## config.mk

```make
export PLATFORM = sky130hd
export DESIGN_NAME = jtag_ram_init_interface
export DESIGN_NICKNAME = d
export VERILOG_FILES = /design/src/pkg/jtag_ram_init_pkg.sv /design/src/logic/pin_sync.sv /design/src/logic/jtag_ram_init_interface.sv
export SDC_FILE = /design/constraint.sdc
export NUM_CORES = 1
export LEC_CHECK = 0
export BUFFER_PORTS_ARGS = -buffer_cell sky130_fd_sc_hd__buf_2
export CORE_MARGIN = 2
export CORE_UTILIZATION = 59
export CTS_BUF_LIST = sky130_fd_sc_hd__clkbuf_16
export DETAILED_ROUTE_END_ITERATION = 10
export GPL_TIMING_DRIVEN = 0
export PLACE_DENSITY = 0.81
export SLEW_MARGIN = 40
export SYNTH_ARGS = -nofsm -noshare
export SYNTH_HDL_FRONTEND = slang
export SYNTH_SLANG_ARGS = --single-unit
```

## constraint.sdc

```tcl
create_clock -name sys_clk -period 3.9 [get_ports sys_clk]
set_input_delay 0.39 -clock sys_clk [delete_from_list [all_inputs] [get_ports sys_clk]]
set_output_delay 0.39 -clock sys_clk [all_outputs]
set_load 0.02 [all_outputs]
```

## src/pkg/jtag_ram_init_pkg.sv

```systemverilog
// Shared constants and types for the JTAG RAM initialisation interface
package jtag_ram_init_pkg;

  // Default geometry of the RAM array being loaded
  localparam int DATA_W_DEF = 4;
  localparam int ADDR_W_DEF = 2;
  localparam int NUM_BLK_DEF = 4;

  // Width of the user instruction value from the bridge
  localparam int IR_W = 8;

  // User-defined instruction opcodes
  localparam logic [IR_W-1:0] OP_INIT_RING = 8'h22;
  localparam logic [IR_W-1:0] OP_INIT_ALL = 8'h24;
  localparam logic [IR_W-1:0] OP_ADDR_LOAD = 8'h25;
  localparam logic [IR_W-1:0] OP_BLK_BASE = 8'h30;

  // Synchroniser depth for every pin-side input
  localparam int SYNC_STAGES = 2;

  // Bit positions inside the synchronised input bundle
  localparam int POS_IR = 0;
  localparam int POS_TAP_RST = IR_W;
  localparam int POS_UPDATE = IR_W + 1;
  localparam int POS_SHIFT = IR_W + 2;
  localparam int POS_DCLK = IR_W + 3;
  localparam int POS_SER = IR_W + 4;
  localparam int BUNDLE_W = IR_W + 5;

  // Reset values
  localparam logic RST_BIT = 1'b0;
  localparam logic WCLK_IDLE_INV = 1'b1;
  localparam logic WCLK_IDLE_DIRECT = 1'b0;

  // Decoded instruction modes
  typedef enum logic [2:0] {
    MODE_IDLE = 3'b000,
    MODE_RING = 3'b001,
    MODE_ALL = 3'b010,
    MODE_BLOCK = 3'b011,
    MODE_ADDR = 3'b100
  } mode_t;

endpackage : jtag_ram_init_pkg

```

## src/logic/pin_sync.sv

```systemverilog
// Two-flop synchroniser for a bundle of pin-side levels
`timescale 1ns/100ps
module pin_sync #(
  parameter int W = 1
) (
  input wire logic sys_clk,
  input wire logic nrst,
  input wire logic [W-1:0] d_async,
  output logic [W-1:0] d_sync
);
  import jtag_ram_init_pkg::*;

  logic [W-1:0] meta_reg;
  logic [W-1:0] sync_reg;

  // First stage feeds only the second stage
  always_ff @(posedge sys_clk or negedge nrst) begin
    if (!nrst) begin
      meta_reg <= '0;
      sync_reg <= '0;
    end else begin
      meta_reg <= d_async;
      sync_reg <= meta_reg;
    end
  end

  assign d_sync = sync_reg;

endmodule : pin_sync

```

## src/logic/jtag_ram_init_interface.sv

```systemverilog
// Loads RAM blocks from words shifted in through the user JTAG bridge
//
// Contract
// - RAM can be preloaded through the user JTAG bridge, not only by logic.
// - The serial-in/parallel-out shift register is as wide as a RAM word.
// - Serial bridge data shifts in, clocked by the data-register shift clock.
// - Shifting happens only while the shift indication is high.
// - A completed word goes to write data through a pipeline register.
// - An internal counter sweeps the RAM addresses; host supplies only data.
// - A separate opcode loads the write address through a second shift register.
// - Matching start opcode runs address counters and asserts selected write enables.
// - With identical data, one enable writes all RAM blocks at once.
// - Each RAM block may be selected by its own distinct opcode.
// - The ring counter selecting blocks is clocked by address generation.
// - After a block's last address, the ring counter steps to the next block.
// - Update indication high marks one data word completely loaded.
// - On update rise, pipeline and counter present new data and address.
// - Write clock is the inverted update indication, giving settle time.
// - The inversion is dropped when RAMs write on the falling edge.
// - Write data, address and chip select are synchronised to the write clock.
`timescale 1ns/100ps
module jtag_ram_init_interface #(
  parameter int DATA_W = jtag_ram_init_pkg::DATA_W_DEF,
  parameter int ADDR_W = jtag_ram_init_pkg::ADDR_W_DEF,
  parameter int NUM_BLK = jtag_ram_init_pkg::NUM_BLK_DEF,
  parameter int ADDR_DEPTH = 2 ** jtag_ram_init_pkg::ADDR_W_DEF,
  parameter bit INVERT_WCLK = 1'b1,
  parameter logic [7:0] OP_RING = jtag_ram_init_pkg::OP_INIT_RING,
  parameter logic [7:0] OP_ALL = jtag_ram_init_pkg::OP_INIT_ALL,
  parameter logic [7:0] OP_ADDR = jtag_ram_init_pkg::OP_ADDR_LOAD,
  parameter logic [7:0] OP_BLK = jtag_ram_init_pkg::OP_BLK_BASE
) (
  input wire logic sys_clk,
  input wire logic nrst,
  input wire logic bridge_serial_data_out,
  input wire logic dr_shift_clock,
  input wire logic dr_shift_indication,
  input wire logic dr_update_indication,
  input wire logic [jtag_ram_init_pkg::IR_W-1:0] user_instruction_value,
  input wire logic tap_reset_n,
  output logic serial_return,
  output logic [DATA_W-1:0] wr_data,
  output logic [ADDR_W-1:0] wr_addr,
  output logic [NUM_BLK-1:0] wr_cs,
  output logic wr_en,
  output logic wr_clk,
  output logic init_active
);
  import jtag_ram_init_pkg::*;

  localparam logic [ADDR_W-1:0] ADDR_FIRST = '0;
  localparam logic [ADDR_W-1:0] ADDR_LAST = ADDR_W'(ADDR_DEPTH - 1);
  localparam logic [NUM_BLK-1:0] RING_FIRST = NUM_BLK'(1);
  localparam logic [NUM_BLK-1:0] CS_ALL = '1;
  localparam logic [NUM_BLK-1:0] CS_NONE = '0;
  localparam logic WCLK_IDLE = INVERT_WCLK ? WCLK_IDLE_INV : WCLK_IDLE_DIRECT;

  // Instruction decode
  function automatic mode_t decode_mode(input logic [IR_W-1:0] ir);
    logic [IR_W-1:0] off;
    off = ir - OP_BLK;
    if (ir == OP_RING) begin
      decode_mode = MODE_RING;
    end else if (ir == OP_ALL) begin
      decode_mode = MODE_ALL;
    end else if (ir == OP_ADDR) begin
      decode_mode = MODE_ADDR;
    end else if (ir >= OP_BLK && off < IR_W'(NUM_BLK)) begin
      decode_mode = MODE_BLOCK;
    end else begin
      decode_mode = MODE_IDLE;
    end
  endfunction : decode_mode

  // One-hot select of the block named by a per-block opcode
  function automatic logic [NUM_BLK-1:0] block_select(input logic [IR_W-1:0] ir);
    logic [IR_W-1:0] off;
    off = ir - OP_BLK;
    block_select = CS_NONE;
    for (int i = 0; i < NUM_BLK; i++) begin
      if (off == IR_W'(i)) begin
        block_select[i] = 1'b1;
      end
    end
  endfunction : block_select

  // True for modes that write RAM
  function automatic logic is_write_mode(input mode_t m);
    is_write_mode = (m == MODE_RING) || (m == MODE_ALL) || (m == MODE_BLOCK);
  endfunction : is_write_mode

  // Synchronised pin bundle
  logic [BUNDLE_W-1:0] pins_async;
  logic [BUNDLE_W-1:0] pins_sync;

  assign pins_async[POS_IR +: IR_W] = user_instruction_value;
  assign pins_async[POS_TAP_RST] = tap_reset_n;
  assign pins_async[POS_UPDATE] = dr_update_indication;
  assign pins_async[POS_SHIFT] = dr_shift_indication;
  assign pins_async[POS_DCLK] = dr_shift_clock;
  assign pins_async[POS_SER] = bridge_serial_data_out;

  pin_sync #(
    .W(BUNDLE_W)
  ) u_pin_sync (
    .sys_clk(sys_clk),
    .nrst(nrst),
    .d_async(pins_async),
    .d_sync(pins_sync)
  );

  logic [IR_W-1:0] ir_s;
  logic tap_rst_n_s;
  logic upd_s;
  logic shift_s;
  logic dclk_s;
  logic ser_s;

  assign ir_s = pins_sync[POS_IR +: IR_W];
  assign tap_rst_n_s = pins_sync[POS_TAP_RST];
  assign upd_s = pins_sync[POS_UPDATE];
  assign shift_s = pins_sync[POS_SHIFT];
  assign dclk_s = pins_sync[POS_DCLK];
  assign ser_s = pins_sync[POS_SER];

  // Edge detection on the synchronised shift clock and update
  logic dclk_d_reg;
  logic upd_d_reg;
  logic dclk_rise;
  logic upd_rise;

  always_ff @(posedge sys_clk or negedge nrst) begin
    if (!nrst) begin
      dclk_d_reg <= RST_BIT;
      upd_d_reg <= RST_BIT;
    end else begin
      dclk_d_reg <= dclk_s;
      upd_d_reg <= upd_s;
    end
  end

  assign dclk_rise = dclk_s & ~dclk_d_reg;
  assign upd_rise = upd_s & ~upd_d_reg;

  // Current mode from the instruction value
  mode_t mode_reg;
  mode_t mode_next;
  logic [NUM_BLK-1:0] blk_sel_reg;

  assign mode_next = decode_mode(ir_s);

  always_ff @(posedge sys_clk or negedge nrst) begin
    if (!nrst) begin
      mode_reg <= MODE_IDLE;
      blk_sel_reg <= CS_NONE;
    end else begin
      mode_reg <= mode_next;
      blk_sel_reg <= block_select(ir_s);
    end
  end

  logic write_mode;

  assign write_mode = is_write_mode(mode_reg);

  // Data shift register, one RAM word wide
  logic [DATA_W-1:0] data_sr_reg;
  logic data_shift_en;

  assign data_shift_en = dclk_rise & shift_s & write_mode;

  always_ff @(posedge sys_clk or negedge nrst) begin
    if (!nrst) begin
      data_sr_reg <= '0;
    end else if (data_shift_en) begin
      data_sr_reg <= {ser_s, data_sr_reg[DATA_W-1:1]};
    end
  end

  // Address shift register for the address-load opcode
  logic [ADDR_W-1:0] addr_sr_reg;
  logic addr_shift_en;

  assign addr_shift_en = dclk_rise & shift_s & (mode_reg == MODE_ADDR);

  always_ff @(posedge sys_clk or negedge nrst) begin
    if (!nrst) begin
      addr_sr_reg <= '0;
    end else if (addr_shift_en) begin
      addr_sr_reg <= {ser_s, addr_sr_reg[ADDR_W-1:1]};
    end
  end

  // Bit leaving the active shift register, back towards the bridge
  always_ff @(posedge sys_clk or negedge nrst) begin
    if (!nrst) begin
      serial_return <= RST_BIT;
    end else if (mode_reg == MODE_ADDR) begin
      serial_return <= addr_sr_reg[0];
    end else begin
      serial_return <= data_sr_reg[0];
    end
  end

  // Address counter sweeping the RAM range
  logic [ADDR_W-1:0] addr_cnt_reg;
  logic [ADDR_W-1:0] addr_cnt_next;
  logic word_done;
  logic block_done;

  assign word_done = upd_rise & write_mode;
  assign block_done = word_done & (addr_cnt_reg == ADDR_LAST);

  always_comb begin
    addr_cnt_next = addr_cnt_reg;
    if (upd_rise && mode_reg == MODE_ADDR) begin
      addr_cnt_next = addr_sr_reg;
    end else if (block_done) begin
      addr_cnt_next = ADDR_FIRST;
    end else if (word_done) begin
      addr_cnt_next = addr_cnt_reg + ADDR_W'(1);
    end
  end

  always_ff @(posedge sys_clk or negedge nrst) begin
    if (!nrst) begin
      addr_cnt_reg <= ADDR_FIRST;
    end else if (!tap_rst_n_s) begin
      addr_cnt_reg <= ADDR_FIRST;
    end else begin
      addr_cnt_reg <= addr_cnt_next;
    end
  end

  // Ring counter stepped by the address generator
  logic [NUM_BLK-1:0] ring_reg;
  logic ring_step;

  assign ring_step = block_done & (mode_reg == MODE_RING);

  always_ff @(posedge sys_clk or negedge nrst) begin
    if (!nrst) begin
      ring_reg <= RING_FIRST;
    end else if (!tap_rst_n_s) begin
      ring_reg <= RING_FIRST;
    end else if (ring_step) begin
      ring_reg <= {ring_reg[NUM_BLK-2:0], ring_reg[NUM_BLK-1]};
    end
  end

  // Chip select for the current word
  logic [NUM_BLK-1:0] cs_now;

  always_comb begin
    unique case (mode_reg)
      MODE_RING: cs_now = ring_reg;
      MODE_ALL: cs_now = CS_ALL;
      MODE_BLOCK: cs_now = blk_sel_reg;
      MODE_ADDR: cs_now = CS_NONE;
      MODE_IDLE: cs_now = CS_NONE;
      default: cs_now = CS_NONE;
    endcase
  end

  // Pipeline registers presenting word, address and select on update
  always_ff @(posedge sys_clk or negedge nrst) begin
    if (!nrst) begin
      wr_data <= '0;
      wr_addr <= ADDR_FIRST;
      wr_cs <= CS_NONE;
    end else if (word_done) begin
      wr_data <= data_sr_reg;
      wr_addr <= addr_cnt_reg;
      wr_cs <= cs_now;
    end
  end

  // Write enable follows the start opcode match
  always_ff @(posedge sys_clk or negedge nrst) begin
    if (!nrst) begin
      wr_en <= RST_BIT;
      init_active <= RST_BIT;
    end else begin
      wr_en <= write_mode & (cs_now != CS_NONE);
      init_active <= write_mode;
    end
  end

  // Write clock from the update indication
  logic wr_clk_next;

  always_comb begin
    if (!write_mode) begin
      wr_clk_next = WCLK_IDLE;
    end else if (INVERT_WCLK) begin
      wr_clk_next = ~upd_s;
    end else begin
      wr_clk_next = upd_s;
    end
  end

  // Same edge as the pipeline so data leads the active write edge
  always_ff @(posedge sys_clk or negedge nrst) begin
    if (!nrst) begin
      wr_clk <= WCLK_IDLE;
    end else begin
      wr_clk <= wr_clk_next;
    end
  end

endmodule : jtag_ram_init_interface

```

==> reports/qor.txt <==
Status -> complete, no violations
Slew margin rel. -> 51.89%
Ys flop type -> dfrtp_1
Yosys top cell area share -> 68.84%
Via count -> 1267
CP Cell Sequence -> o21bai_1 -> nor2_4 -> mux2_2
Final hold violation count -> 0
Drt pass-1 iters -> 4
Buffers & Inverters on Critical Path -> 0
Critical Path AT -> 1850 ps
Reg-to-Reg End -> wr_cs[2]$_DFFE_PN0P_
CTS tree -> done
Antenna violations before repair -> 0
Slew Viols, Final -> 0
Vias in the first global route -> 1381
Area leader, netlist -> dfrtp_1
Syn Std Cell Area -> 2145 sq um
Residual DRC count -> 0
Detailed-route vias per instance -> 5.369
Dpl ws -> 2280 ps
Yosys reg bits -> 61
CTS root buf -> clkbuf_16
Synth Instances -> 146
Antenna Cells -> 0
Total Routed Length -> 3620 um
Worst path slowest cell -> dfrtp_1
Power, Total -> 0.001502 W
Sw frac -> 19.10%
Number of synthesis warnings -> 0
VDD IR max -> 0.0004454 V
EDFF count, synth -> 0
Worst R2R Setup Slack -> 2250 ps
Total grt overflow -> 0
MaxCap Viol Count -> 0
Placed insts -> 220
Synthesized Nets -> 162
Post-synth ARST share -> 100.0%
Row Count -> 21
Sequential Power Share -> 44.1%
Fillers -> 198
Finished Core Util -> 77.62%
CTS Sinks -> 61
Clock latency on the worst-skew pair -> 320 ps
P_leak -> 1.263 nW
Gpl congestion -> 0.8066
Worst reg-to-reg path cell count -> 3
Pin count of the biggest net entering global routing -> 62
Most frequent cell after synthesis -> dfrtp_1
Die H -> 64.29 um
Critical path's top delay family -> flip-flops
DRT iter0 DRCs -> 126
Cts bufs inserted -> 9
Power share of the combinational group -> 2.5%
Final setup viols -> 0
Dominant cells by area after synthesis -> dfrtp_1 (69%), mux2_2 (8.9%), dfstp_2 (2.5%), a21oi_1 (2.3%), a311oi_1 (1.6%)
Crit path largest cell delay -> 440 ps
Max Clock Skew -> 5.567 ps
H-tree depth -> 3
Post-detail-place hpwl -> 2199 um
Post-CTS sizing -> 0
Die width -> 64.29 um
Core area -> 3416 sq um
Post-synth top cells -> dfrtp_1 (59), mux2_2 (17), a21oi_1 (10)
Crit-path max FO -> 10
Nets -> 201
Die area -> 4133 sq um
Initial Util -> 62.78%
Clock group share of total power -> 53.3%
CP Launch Type -> flop
Sequential share of the synthesized area -> 71.30%
Critical path class -> reg2reg
Final setup margin -> 2247 ps
Clock Pin Slew Worst Setup and Hold Paths -> 50 ps
Routed wire per std cell -> 15.34 um
Sw power -> 0.0002870 W
CP Data Required Time -> 4100 ps
Routed Antenna Nets -> 0
First-pass GRT wire length -> 6479 um
Hold_buf cts -> 0
Crit share post-route -> 42.40%
Fraction of layout cells with a size suffix above 1 -> 34.74%
Worst setup EP type -> flop
Post-CTS Setup Bufs -> 0
Port bufs -> 28
Final worst path period need -> 1653 ps
All-layer global routing usage -> 21.73%
Area growth, synth to finish -> 23.63%
Final Non-Filler Cells -> 236
Fmax -> 604.8 MHz
Io pins -> 29
RSZ-0062 raised after global routing -> false
Fin Setup TNS -> 0 ps
Power per cell area -> 566.5 nW/um^2
Slew @ Worst Pin -> 721.7 ps
Synthesized area per cell -> 14.69 sq um
RR Startpoint -> mode_reg[2]$_DFF_PN0_
Cell internal pwr -> 0.001215 W
Max clock buf depth -> 2
HP Class -> in2async
Synth unique cells -> 34
[metal layers]
metal  part of all wire [%]  wire [um]  GRT usage (%)  up-vias
met5                      0          0              0        -
met4                    2.9        104          14.36        0
met3                    3.6        131          4.754       11
met2                     51       1835          34.77       33
met1                     43       1549          26.64      621
li1                       -          -              -      602
[cells in the final DEF, fill, tap and decap left out, drive strengths merged, types with 2 or more instances in the layout]
cell,synthesis,final
or4b,2,2
a311oi,4,4
nor2,6,6
a21oi,10,10
buf,1,29
clkbuf,3,12
nand3,5,5
nand2b,3,3
mux2,17,17
clkinv,0,4
dfrtp,59,59
nor3,2,2
nand2,2,2
nand3b,2,2
inv,7,8
bufinv,0,2
o21ai,5,5
dfstp,2,2
[area by class of cell]
cell class,count,area [sq um],area share [%]
timing repair buffer,28,142.6,5.380
clock buffer,9,225.2,8.495
multi-input combinational,74,573.1,21.61
buffer,4,16.27,0.6135
inverter,7,26.28,0.9910
clock inverter,7,81.33,3.067
sequential,61,1529,57.67
tap,46,57.56,2.171
[cell families after synthesis]
logic type,Yosys count,share of synthesized area [%]
flip-flops,61,71.30
AND/OR/NAND/NOR,32,10.15
AO/OA/AOI/OAI,24,7.060
multiplexers,17,8.926
buffers and inverters,11,1.984
adder cells (fa/ha/maj),1,0.5833
[power by group through the flow]
stage	logic [W]	registers, W	clock network [W]
final	0.0000381	0.000663	0.000801
after global routing	0.0000432	0.000665	0.000847
after floorplan	0.0000128	0.000672	0
after global placement	0.0000363	0.000671	0
after detailed placement	0.0000385	0.000673	0
after CTS	0.0000391	0.000663	0.000812
[worst max path at each step]
stage,from,end,cells past startpoint
after floorplan,mode_reg[2]$_DFF_PN0_,addr_sr_reg[0]$_DFFE_PN0P_,4
after CTS,mode_reg[2]$_DFF_PN0_,wr_cs[2]$_DFFE_PN0P_,3
final,mode_reg[2]$_DFF_PN0_,wr_cs[2]$_DFFE_PN0P_,3
after detailed placement,mode_reg[2]$_DFF_PN0_,wr_cs[2]$_DFFE_PN0P_,3
after global routing,mode_reg[2]$_DFF_PN0_,wr_data[3]$_DFFE_PN0P_,3
after global placement,mode_reg[2]$_DFF_PN0_,wr_data[3]$_DFFE_PN0P_,3
[stage by stage]
step,area (sq um),hold WS (ps)
6_report,2651,141.4
5_1_grt,2651,167.3
4_1_cts,2651,158.7
3_5_place_dp,2345,334.7
3_3_place_gp,2342,331.3
2_1_floorplan,2145,94.41
Note: power is estimated with default switching activity, not from simulation.
